<file path="src/pkg/mpr_pkg.sv">
`default_nettype none
// shared constants of the management register bank
package mpr_pkg;
	// management addresses answered by the two copper ports
	localparam logic [4:0] PORT1_ADDR = 5'h01;
	localparam logic [4:0] PORT2_ADDR = 5'h02;
	localparam logic [4:0] PHY_ADDR_RESET = 5'h01;
	// register addresses inside one port
	localparam logic [4:0] REG_CONTROL = 5'h00;
	localparam logic [4:0] REG_STATUS = 5'h01;
	localparam logic [4:0] REG_ID_HIGH = 5'h02;
	localparam logic [4:0] REG_ID_LOW = 5'h03;
	localparam logic [4:0] REG_ADVERT = 5'h04;
	localparam logic [4:0] REG_PARTNER = 5'h05;
	localparam logic [4:0] LAST_REG = 5'h05;
	// basic control word bit positions
	localparam int CTL_SPEED = 13;
	localparam int CTL_AN_EN = 12;
	localparam int CTL_PWRDN = 11;
	localparam int CTL_RESTART = 9;
	localparam int CTL_DUPLEX = 8;
	localparam int CTL_MDI = 4;
	localparam int CTL_NO_MDIX = 3;
	localparam int CTL_NO_FEF = 2;
	localparam int CTL_NO_TX = 1;
	localparam int CTL_NO_LED = 0;
	// basic status word bit positions and fixed capabilities
	localparam int STS_CAPS_LO = 11;
	localparam logic [3:0] STS_CAPS = 4'hf;
	localparam int STS_AN_DONE = 5;
	localparam int STS_FEF = 4;
	localparam int STS_AN_CAP = 3;
	localparam int STS_LINK = 2;
	// advertisement and partner word layout
	localparam int ADV_PAUSE = 10;
	localparam int ADV_ABIL_LO = 5;
	localparam logic [4:0] ADV_SELECTOR = 5'h01;
	// byte-wide map indices of the mirrored port registers
	localparam logic [6:0] MAP_P1_CTL_A = 7'h1c;
	localparam logic [6:0] MAP_P1_CTL_B = 7'h1d;
	localparam logic [6:0] MAP_P1_STS_A = 7'h1e;
	localparam logic [6:0] MAP_P1_STS_B = 7'h1f;
	localparam logic [6:0] MAP_P2_CTL_A = 7'h2c;
	localparam logic [6:0] MAP_P2_CTL_B = 7'h2d;
	localparam logic [6:0] MAP_P2_STS_A = 7'h2e;
	localparam logic [6:0] MAP_PHY_ADDR = 7'h40;
	// bit positions inside the mirrored bytes
	localparam int A_AN_EN = 7;
	localparam int A_SPEED = 6;
	localparam int A_DUPLEX = 5;
	localparam int A_PAUSE = 4;
	localparam int B_LED = 7;
	localparam int B_TX = 6;
	localparam int B_RESTART = 5;
	localparam int B_FEF = 4;
	localparam int B_PWRDN = 3;
	localparam int B_MDIX = 2;
	localparam int B_MDI = 1;
	localparam int S_AN_DONE = 6;
	localparam int S_LINK = 5;
	localparam int S_FEF = 0;
	// reset images and writable masks of the mirrored bytes
	localparam logic [7:0] CTL_A_RESET = 8'h9f;
	localparam logic [7:0] CTL_B_RESET = 8'h00;
	localparam logic [7:0] CTL_B_MASK_P1 = 8'hfe;
	localparam logic [7:0] CTL_B_MASK_P2 = 8'hee;
	// management frame layout
	localparam logic [5:0] PREAMBLE_ONES = 6'h20;
	localparam logic [5:0] HDR_LAST = 6'h0c;
	localparam logic [5:0] TA_LAST = 6'h01;
	localparam logic [5:0] DATA_LAST = 6'h0f;
	localparam int HDR_ST = 12;
	localparam int HDR_OP_LO = 10;
	localparam int HDR_PHY_LO = 5;
	localparam int HDR_REG_LO = 0;
	localparam logic [1:0] OP_READ = 2'h2;
	localparam logic [1:0] OP_WRITE = 2'h1;
	// frame engine states, one-hot
	typedef enum logic [3:0] {
		ST_PRE = 4'h1,
		ST_HDR = 4'h2,
		ST_TA = 4'h4,
		ST_DATA = 4'h8
	} mpr_state_type;
endpackage
`default_nettype wire

</file>
<file path="src/rtl/mpr_miim_bank.sv">
`timescale 1ns/1ps
`default_nettype none
module mpr_miim_bank #(
	parameter logic [15:0] ID_HIGH = 16'h1a2b, // arbitrary value
	parameter logic [15:0] ID_LOW = 16'h3c4d // arbitrary value
) (
	input wire logic clk,
	input wire logic sys_rst,
	input wire logic mdc, // management clock pin, sampled
	input wire logic mdioIn, // data pin level
	output logic mdioOut,
	output logic mdioOe, // high while driving the data pin
	input wire logic centerSideMode,
	input wire logic [1:0] anComplete,
	input wire logic [1:0] linkUp,
	input wire logic farEndFault, // port 1 only
	input wire logic [4:0] partnerAbil1, // pause,100F,100H,10F,10H
	input wire logic [4:0] partnerAbil2,
	input wire logic [6:0] mapAddr,
	input wire logic mapWrEn,
	input wire logic [7:0] mapWrData,
	output logic [7:0] mapRdData,
	output logic [1:0] force100,
	output logic [1:0] anEnable,
	output logic [1:0] powerDown,
	output logic [1:0] restartAn,
	output logic [1:0] fullDuplex,
	output logic [1:0] forceMdi,
	output logic [1:0] mdixDisable,
	output logic farEndDisable,
	output logic [1:0] txDisable,
	output logic [1:0] ledDisable,
	output logic [1:0] advPause,
	output logic [3:0] advAbil1,
	output logic [3:0] advAbil2
);
	// per-port mirrored bytes: A holds AN enable/speed/duplex/advert, B the rest
	logic [7:0] ctlA_q [2];
	logic [7:0] ctlB_q [2];
	logic [4:0] phyAddr_q; // center-mode address of port 1
	logic [7:0] mapRdData_q;
	// pin synchronisers; stage 1 is only read by stage 2
	logic mdcSync1_q, mdcSync2_q, mdcPrev_q;
	logic mdioSync1_q, mdioSync2_q;
	// frame engine
	mpr_pkg::mpr_state_type state_q;
	logic [5:0] cnt_q;
	logic [12:0] hdr_q;
	logic [15:0] shift_q;
	logic [4:0] regAddr_q;
	logic isRead_q, hit_q, idx_q;
	logic mdioOut_q, mdioOe_q;
	// combinational helpers
	logic rise, bitIn, hit1, hit2, wrStrobe;
	logic [12:0] hdrNext;
	logic [4:0] hdrPhy;
	logic [15:0] wrWord, rdWord;

	// control word seen on the management side
	function automatic logic [15:0] ctlWord(input logic [7:0] a,
		input logic [7:0] b);
		logic [15:0] w;
		w = 16'h0000; // loopback, reset, isolate read 0
		w[mpr_pkg::CTL_SPEED] = a[mpr_pkg::A_SPEED];
		w[mpr_pkg::CTL_AN_EN] = a[mpr_pkg::A_AN_EN];
		w[mpr_pkg::CTL_PWRDN] = b[mpr_pkg::B_PWRDN];
		w[mpr_pkg::CTL_RESTART] = b[mpr_pkg::B_RESTART];
		w[mpr_pkg::CTL_DUPLEX] = a[mpr_pkg::A_DUPLEX];
		w[mpr_pkg::CTL_MDI] = b[mpr_pkg::B_MDI];
		w[mpr_pkg::CTL_NO_MDIX] = b[mpr_pkg::B_MDIX];
		w[mpr_pkg::CTL_NO_FEF] = b[mpr_pkg::B_FEF];
		w[mpr_pkg::CTL_NO_TX] = b[mpr_pkg::B_TX];
		w[mpr_pkg::CTL_NO_LED] = b[mpr_pkg::B_LED];
		return w;
	endfunction

	// advertisement word; selector is constant
	function automatic logic [15:0] advWord(input logic [7:0] a);
		logic [15:0] w;
		w = 16'h0000; // next page and remote fault read 0
		w[mpr_pkg::ADV_PAUSE] = a[mpr_pkg::A_PAUSE];
		w[mpr_pkg::ADV_ABIL_LO +: 4] = a[3:0];
		w[4:0] = mpr_pkg::ADV_SELECTOR;
		return w;
	endfunction

	// partner word laid out like the advertisement word
	function automatic logic [15:0] ptnWord(input logic [4:0] p);
		logic [15:0] w;
		w = 16'h0000;
		w[mpr_pkg::ADV_PAUSE] = p[4];
		w[mpr_pkg::ADV_ABIL_LO +: 4] = p[3:0];
		return w;
	endfunction

	// merge a management control write into the A byte
	function automatic logic [7:0] ctlAFromCtl(input logic [7:0] a,
		input logic [15:0] w);
		logic [7:0] r;
		r = a;
		r[mpr_pkg::A_SPEED] = w[mpr_pkg::CTL_SPEED];
		r[mpr_pkg::A_AN_EN] = w[mpr_pkg::CTL_AN_EN];
		r[mpr_pkg::A_DUPLEX] = w[mpr_pkg::CTL_DUPLEX];
		return r;
	endfunction

	// control write into the B byte, masked per port
	function automatic logic [7:0] ctlBFromCtl(input logic [15:0] w,
		input logic [7:0] mask);
		logic [7:0] r;
		r = 8'h00;
		r[mpr_pkg::B_PWRDN] = w[mpr_pkg::CTL_PWRDN];
		r[mpr_pkg::B_RESTART] = w[mpr_pkg::CTL_RESTART];
		r[mpr_pkg::B_MDI] = w[mpr_pkg::CTL_MDI];
		r[mpr_pkg::B_MDIX] = w[mpr_pkg::CTL_NO_MDIX];
		r[mpr_pkg::B_FEF] = w[mpr_pkg::CTL_NO_FEF];
		r[mpr_pkg::B_TX] = w[mpr_pkg::CTL_NO_TX];
		r[mpr_pkg::B_LED] = w[mpr_pkg::CTL_NO_LED];
		return r & mask;
	endfunction

	// pin sampling and edge finding on the second stage only
	always_ff @(posedge clk) begin
		if (sys_rst) begin
			mdcSync1_q <= 1'b0;
			mdcSync2_q <= 1'b0;
			mdcPrev_q <= 1'b0;
			mdioSync1_q <= 1'b1;
			mdioSync2_q <= 1'b1;
		end else begin
			mdcSync1_q <= mdc;
			mdcSync2_q <= mdcSync1_q;
			mdcPrev_q <= mdcSync2_q;
			mdioSync1_q <= mdioIn;
			mdioSync2_q <= mdioSync1_q;
		end
	end

	assign rise = mdcSync2_q & ~mdcPrev_q;
	assign bitIn = mdioSync2_q;
	assign hdrNext = {hdr_q[11:0], bitIn};
	assign hdrPhy = hdrNext[mpr_pkg::HDR_PHY_LO +: 5];
	// center mode hides port 2 and moves port 1 to its programmed address
	assign hit1 = centerSideMode ? (hdrPhy == phyAddr_q)
		: (hdrPhy == mpr_pkg::PORT1_ADDR);
	assign hit2 = !centerSideMode && (hdrPhy == mpr_pkg::PORT2_ADDR);
	assign wrWord = {shift_q[14:0], bitIn};
	// commit only for a matched port and an implemented register
	assign wrStrobe = rise && (state_q == mpr_pkg::ST_DATA)
		&& (cnt_q == mpr_pkg::DATA_LAST) && !isRead_q && hit_q
		&& (regAddr_q <= mpr_pkg::LAST_REG);

	// read word of the addressed port and register
	always_comb begin
		case (regAddr_q)
			mpr_pkg::REG_CONTROL: begin
				rdWord = ctlWord(ctlA_q[idx_q], ctlB_q[idx_q]);
			end
			mpr_pkg::REG_STATUS: begin
				rdWord = 16'h0000; // T4, preamble, extended read 0
				rdWord[mpr_pkg::STS_CAPS_LO +: 4] = mpr_pkg::STS_CAPS;
				rdWord[mpr_pkg::STS_AN_DONE] = anComplete[idx_q];
				rdWord[mpr_pkg::STS_FEF] = !idx_q && farEndFault;
				rdWord[mpr_pkg::STS_AN_CAP] =
					ctlA_q[idx_q][mpr_pkg::A_AN_EN];
				rdWord[mpr_pkg::STS_LINK] = linkUp[idx_q];
			end
			mpr_pkg::REG_ID_HIGH: rdWord = ID_HIGH;
			mpr_pkg::REG_ID_LOW: rdWord = ID_LOW;
			mpr_pkg::REG_ADVERT: rdWord = advWord(ctlA_q[idx_q]);
			mpr_pkg::REG_PARTNER: begin
				rdWord = ptnWord(idx_q ? partnerAbil2 : partnerAbil1);
			end
			default: rdWord = 16'h0000;
		endcase
	end

	// frame engine: preamble, header, turnaround, data
	always_ff @(posedge clk) begin
		if (sys_rst) begin
			state_q <= mpr_pkg::ST_PRE;
			cnt_q <= 6'h00;
			hdr_q <= 13'h0000;
			shift_q <= 16'h0000;
			regAddr_q <= 5'h00;
			isRead_q <= 1'b0;
			hit_q <= 1'b0;
			idx_q <= 1'b0;
			mdioOut_q <= 1'b0;
			mdioOe_q <= 1'b0;
		end else if (rise) begin
			case (state_q)
				mpr_pkg::ST_PRE: begin
					// a zero after enough ones is the start bit
					if (bitIn && cnt_q != mpr_pkg::PREAMBLE_ONES) begin
						cnt_q <= cnt_q + 6'h01;
					end else if (!bitIn) begin
						cnt_q <= 6'h00;
						if (cnt_q == mpr_pkg::PREAMBLE_ONES) begin
							state_q <= mpr_pkg::ST_HDR;
						end
					end
				end
				mpr_pkg::ST_HDR: begin
					hdr_q <= hdrNext;
					cnt_q <= cnt_q + 6'h01;
					if (cnt_q == mpr_pkg::HDR_LAST) begin
						cnt_q <= 6'h00;
						regAddr_q <= hdrNext[mpr_pkg::HDR_REG_LO +: 5];
						isRead_q <= hdrNext[mpr_pkg::HDR_OP_LO +: 2]
							== mpr_pkg::OP_READ;
						hit_q <= hit1 || hit2;
						idx_q <= hit2;
						// bad start or opcode drops the frame silently
						if (hdrNext[mpr_pkg::HDR_ST] && (hdrNext[
							mpr_pkg::HDR_OP_LO +: 2] == mpr_pkg::OP_READ
							|| hdrNext[mpr_pkg::HDR_OP_LO +: 2]
							== mpr_pkg::OP_WRITE)) begin
							state_q <= mpr_pkg::ST_TA;
						end else begin
							state_q <= mpr_pkg::ST_PRE;
						end
					end
				end
				mpr_pkg::ST_TA: begin
					cnt_q <= cnt_q + 6'h01;
					// unmapped register or port: pin stays released
					if (isRead_q && hit_q
						&& regAddr_q <= mpr_pkg::LAST_REG) begin
						mdioOe_q <= 1'b1;
						mdioOut_q <= 1'b0;
						if (cnt_q == mpr_pkg::TA_LAST) begin
							mdioOut_q <= rdWord[15];
							shift_q <= {rdWord[14:0], 1'b0};
						end
					end
					if (cnt_q == mpr_pkg::TA_LAST) begin
						cnt_q <= 6'h00;
						state_q <= mpr_pkg::ST_DATA;
					end
				end
				mpr_pkg::ST_DATA: begin
					cnt_q <= cnt_q + 6'h01;
					if (isRead_q) begin
						mdioOut_q <= shift_q[15];
						shift_q <= {shift_q[14:0], 1'b0};
					end else begin
						shift_q <= wrWord;
					end
					if (cnt_q == mpr_pkg::DATA_LAST) begin
						cnt_q <= 6'h00;
						mdioOe_q <= 1'b0;
						mdioOut_q <= 1'b0;
						state_q <= mpr_pkg::ST_PRE;
					end
				end
				default: begin
					state_q <= mpr_pkg::ST_PRE;
					cnt_q <= 6'h00;
					mdioOe_q <= 1'b0;
				end
			endcase
		end
	end

	// port bytes; management write beats a map write in the same cycle
	always_ff @(posedge clk) begin
		if (sys_rst) begin
			ctlA_q[0] <= mpr_pkg::CTL_A_RESET;
			ctlA_q[1] <= mpr_pkg::CTL_A_RESET;
			ctlB_q[0] <= mpr_pkg::CTL_B_RESET;
			ctlB_q[1] <= mpr_pkg::CTL_B_RESET;
			phyAddr_q <= mpr_pkg::PHY_ADDR_RESET;
		end else begin
			// restart is a one-cycle request, so it clears itself
			ctlB_q[0][mpr_pkg::B_RESTART] <= 1'b0;
			ctlB_q[1][mpr_pkg::B_RESTART] <= 1'b0;
			if (mapWrEn) begin
				case (mapAddr)
					mpr_pkg::MAP_P1_CTL_A: ctlA_q[0] <= mapWrData;
					mpr_pkg::MAP_P1_CTL_B: begin
						ctlB_q[0] <= mapWrData & mpr_pkg::CTL_B_MASK_P1;
					end
					mpr_pkg::MAP_P2_CTL_A: ctlA_q[1] <= mapWrData;
					mpr_pkg::MAP_P2_CTL_B: begin
						ctlB_q[1] <= mapWrData & mpr_pkg::CTL_B_MASK_P2;
					end
					mpr_pkg::MAP_PHY_ADDR: phyAddr_q <= mapWrData[4:0];
					default: ; // status bytes are read only
				endcase
			end
			if (wrStrobe && regAddr_q == mpr_pkg::REG_CONTROL) begin
				ctlA_q[idx_q] <= ctlAFromCtl(ctlA_q[idx_q], wrWord);
				ctlB_q[idx_q] <= ctlBFromCtl(wrWord, idx_q
					? mpr_pkg::CTL_B_MASK_P2 : mpr_pkg::CTL_B_MASK_P1);
			end else if (wrStrobe && regAddr_q == mpr_pkg::REG_ADVERT) begin
				ctlA_q[idx_q][mpr_pkg::A_PAUSE] <=
					wrWord[mpr_pkg::ADV_PAUSE];
				ctlA_q[idx_q][3:0] <= wrWord[mpr_pkg::ADV_ABIL_LO +: 4];
			end
		end
	end

	// map read port, one cycle behind the address
	always_ff @(posedge clk) begin
		if (sys_rst) begin
			mapRdData_q <= 8'h00;
		end else begin
			case (mapAddr)
				mpr_pkg::MAP_P1_CTL_A: mapRdData_q <= ctlA_q[0];
				mpr_pkg::MAP_P1_CTL_B: mapRdData_q <= ctlB_q[0];
				mpr_pkg::MAP_P1_STS_A: begin
					mapRdData_q <= {1'b0, anComplete[0], linkUp[0],
						partnerAbil1};
				end
				mpr_pkg::MAP_P1_STS_B: begin
					mapRdData_q <= {7'h00, farEndFault};
				end
				mpr_pkg::MAP_P2_CTL_A: mapRdData_q <= ctlA_q[1];
				mpr_pkg::MAP_P2_CTL_B: mapRdData_q <= ctlB_q[1];
				mpr_pkg::MAP_P2_STS_A: begin
					mapRdData_q <= {1'b0, anComplete[1], linkUp[1],
						partnerAbil2};
				end
				mpr_pkg::MAP_PHY_ADDR: mapRdData_q <= {3'h0, phyAddr_q};
				default: mapRdData_q <= 8'h00;
			endcase
		end
	end

	// configuration outputs straight from the port bytes
	always_comb begin
		for (int p = 0; p < 2; p++) begin
			force100[p] = ctlA_q[p][mpr_pkg::A_SPEED];
			anEnable[p] = ctlA_q[p][mpr_pkg::A_AN_EN];
			fullDuplex[p] = ctlA_q[p][mpr_pkg::A_DUPLEX];
			advPause[p] = ctlA_q[p][mpr_pkg::A_PAUSE];
			powerDown[p] = ctlB_q[p][mpr_pkg::B_PWRDN];
			restartAn[p] = ctlB_q[p][mpr_pkg::B_RESTART];
			forceMdi[p] = ctlB_q[p][mpr_pkg::B_MDI];
			mdixDisable[p] = ctlB_q[p][mpr_pkg::B_MDIX];
			txDisable[p] = ctlB_q[p][mpr_pkg::B_TX];
			ledDisable[p] = ctlB_q[p][mpr_pkg::B_LED];
		end
	end

	assign farEndDisable = ctlB_q[0][mpr_pkg::B_FEF];
	assign advAbil1 = ctlA_q[0][3:0];
	assign advAbil2 = ctlA_q[1][3:0];
	assign mapRdData = mapRdData_q;
	assign mdioOut = mdioOut_q;
	assign mdioOe = mdioOe_q;
endmodule
`default_nettype wire

</file>
<file path="config.mk">
export PLATFORM = sky130hd
export DESIGN_NAME = mpr_miim_bank
export DESIGN_NICKNAME = d
export VERILOG_FILES = /design/src/pkg/mpr_pkg.sv /design/src/rtl/mpr_miim_bank.sv
export SDC_FILE = /design/constraint.sdc
export NUM_CORES = 1
export LEC_CHECK = 0
export BUFFER_PORTS_ARGS = -buffer_cell sky130_fd_sc_hd__clkbuf_2
export CAP_MARGIN = 20
export CORE_AREA = 2 2 123 172
export DETAILED_ROUTE_END_ITERATION = 16
export DIE_AREA = 0 0 125 174
export SYNTH_ARGS = -nofsm -noshare
export SYNTH_HDL_FRONTEND = slang
export SYNTH_SLANG_ARGS = --single-unit
</file>
<file path="constraint.sdc">
create_clock -name clk -period 2.8 [get_ports clk]
set_input_delay 0.84 -clock clk [delete_from_list [all_inputs] [get_ports clk]]
set_output_delay 0.84 -clock clk [all_outputs]
set_load 0.005 [all_outputs]
</file>
==> results.json <==
{
  "cts.clk_slew.worst_paths_ps": 80,
  "gp_congestion": 0.921,
  "wl_per_cell_um": 18.2,
  "mostFrequentLayoutCell": "nand2_1",
  "dieHeight_um": 174,
  "finClkSkew_ps": 13.1,
  "path_class": "register to register",
  "cts_tree": "done",
  "power_density_mw_per_mm2": 455,
  "required_ps": 2850,
  "layout_setup_ws_ps": 319,
  "ys_seq_area_frac": 0.414,
  "first_global_vias": 4832,
  "holdBufCountCts": 0,
  "core_area_mm2": 0.0203,
  "drive_gt1_frac": 0.218,
  "synth_ff_type": "dfxtp_1",
  "hpwl_mm": 13.4,
  "hold_violations": 0,
  "ys_warn_count": 0,
  "drv_slew": 0,
  "cts_made_buffers": 9,
  "synthesis.nets": 664,
  "status": "complete, no violations",
  "crit_slowest_cell": "or3_1",
  "fin_crit_sh": 0.886,
  "port_buffers": 74,
  "netlist_instances": 624,
  "syn_to_final_growth_pct": 19.5,
  "synthDistinctLibCells": 69,
  "cp-start-kind": "register",
  "antenna_left": 0,
  "irDropWorstVdd_mv": 0.289,
  "multi_input_area_mm2": 0.00289,
  "fill_cells": 2127,
  "min-delay-path-class": "register to register",
  "worstPathCellList": "ha_1 > nand3_1 > or3_1 > nor4_1 > buf_4 > nand2b_1",
  "overflow": 0,
  "setup-violations-final": 0,
  "cts.root.buffer_cell": "clkbuf_16",
  "synth_edf_count": 28,
  "vias": 5042,
  "ios": 75,
  "dp_slack_ps": 126,
  "drc_errors": 0,
  "rsz0062_at_grt": "no",
  "netlist_area_mm2": 0.00537,
  "syn_area_per_cell_um2": 8.60,
  "die_area_mm2": 0.0218,
  "clock_latency_ps": 360,
  "die_x_um": 125,
  "cts_setup_buffers": 0,
  "grt_use_total": 0.160,
  "max_stage_delay_ps": 510,
  "hold_ws_ps": 413,
  "setup_tns_ps": 0,
  "htree_num_levels": 3,
  "vias_per_cell": 5.29,
  "synth_seq_cells": 97,
  "routed_wl_mm": 17.4,
  "fmax_ghz": 0.403,
  "cp-end-kind": "register",
  "grt_pass1_wl_mm": 27.5,
  "start_util": 0.264,
  "clock-sinks": 97,
  "maxSlewHeadroom": 0.588,
  "regArea_mm2": 0.00222,
  "path_max_fanout": 11,
  "arrival_ps": 2530,
  "final_cell_mix": "92 x nand2_1, 75 x clkbuf_2, 69 x dfxtp_1, 50 x a21oi_1, 42 x nor2_1",
  "fp-row-count": 62,
  "drv_cap": 0,
  "post-route-min-period_ps": 2480,
  "drt_first_pass_iters": 5,
  "worstMarginPinSlew_ps": 612,
  "diodes": 0,
  "finalNetCount": 733,
  "async_reset_ff_frac": 0,
  "clockBufferDepth": 2,
  "cts_resized": 0,
  "dr.first_iter.drc_count": 389,
  "p_leak_nw": 2.33,
  "grt_max_degree": 42,
  "antenna_found_initial": 0
}
==> stage by stage <==
stage | power (mW) | std cells | util | cell area [um^2]
final | 2.92 | 954 | 0.315 | 6410
after global placement | 1.71 | 937 | 0.300 | 6110
after global routing | 3.01 | 954 | 0.315 | 6410
after detailed placement | 1.71 | 937 | 0.300 | 6110
after floorplan | 1.61 | 624 | - | 5370
after CTS | 2.95 | 953 | 0.315 | 6400
==> cell usage after synthesis (all sizes together), types with 4 or more instances <==
library cell | number | share of area
edfxtp | 28 | 0.16
ha | 4 | 0.0093
mux2 | 4 | 0.0084
o22ai | 4 | 0.0047
a211oi | 18 | 0.026
a31oi | 9 | 0.010
and3 | 5 | 0.0058
o21ai | 24 | 0.022
nor4b | 7 | 0.018
nand3b | 6 | 0.0084
inv | 9 | 0.0063
or4 | 4 | 0.0063
clkbuf | 38 | 0.027
buf | 15 | 0.018
dfxtp | 69 | 0.26
nor4 | 12 | 0.017
mux2i | 33 | 0.062
a22oi | 9 | 0.013
a221oi | 4 | 0.0065
a311oi | 5 | 0.0082
nand2b | 13 | 0.015
o32ai | 5 | 0.0082
nand3 | 24 | 0.022
a21oi | 51 | 0.048
nor3 | 21 | 0.020
nand2 | 92 | 0.064
or2 | 4 | 0.0047
nor2b | 12 | 0.014
nor2 | 42 | 0.029
==> registers in the layout (all words and copies together) (netlist names), named ones only <==
signal,cells
ctlA_q,16
isRead_q,1
hit_q,1
idx_q,1
ctlB_q,14
state_q,4
mdioOut,1
mdioSync1_q,1
mapRdData,8
bitIn,1
hdr_q,12
regAddr_q,5
cnt_q,6
shift_q,16
phyAddr_q,5
mdcSync2_q,1
mdcPrev_q,1
mdioOe,1
mdcSync1_q,1
==> layout make-up <==
class,instances,share of cell area
Sequential cell,97,0.347
Clock buffer,10,0.0373
Timing Repair Buffer,111,0.101
Clock inverter,6,0.00878
Tap cell,256,0.0500
Inverter,10,0.00585
Multi-Input combinational cell,464,0.451
==> final timing paths <==
path                                             start                     end  slack, ps  cells after the start
worst max-delay path             cnt_q[0]$_SDFFE_PP0P_  ctlA_q[1][2]$_DFFE_PP_        320                      6
worst min-delay path            mdioSync1_q$_SDFF_PP1_        bitIn$_SDFF_PP1_        410                      1
worst max register to register   cnt_q[0]$_SDFFE_PP0P_  ctlA_q[1][2]$_DFFE_PP_        320                      6
worst min register to register  mdioSync1_q$_SDFF_PP1_        bitIn$_SDFF_PP1_        410                      1
==> power breakdown <==
| group | total (mW) | switching [mW] | internal (mW) |
|---|---|---|---|
| clock | 1.24 | 0.591 | 0.648 |
| sequential | 1.49 | 0.0278 | 1.46 |
| combinational | 0.189 | 0.114 | 0.0752 |
==> kinds of logic (layout without fill, tap and decap cells) <==
logic type               after synthesis  count (layout)  share of synthesized area
flip-flops                            97              97                      0.414
buffers and inverters                 63             137                     0.0515
adder cells (fa/ha/maj)                4               4                    0.00933
multiplexers                          37              37                     0.0700
XOR/XNOR                               3               3                    0.00490
AND/OR/NAND/NOR                      259             259                      0.252
AO/OA/AOI/OAI                        160             160                      0.198
other                                  1               1                   0.000699
==> routing by layer <==
metal | GRT usage | part of all wire | up-vias | wire length [um]
met5 | 0 | 0 | - | 0
met1 | 0.185 | 0.40 | 2364 | 6910
met3 | 0.0317 | 0.055 | 45 | 949
li1 | - | - | 2444 | -
met4 | 0.0875 | 0.052 | 0 | 901
met2 | 0.277 | 0.50 | 189 | 8650
==> worst max-delay path, delay by kind of cell (launching register included) <==
kind	cells	cell delay (ps)
adders and majority gates	1	200
buffers and inverters	1	250
DFF	1	420
and+or+nand+nor	4	1300
No activity file was read; power rests on OpenSTA's default activity.
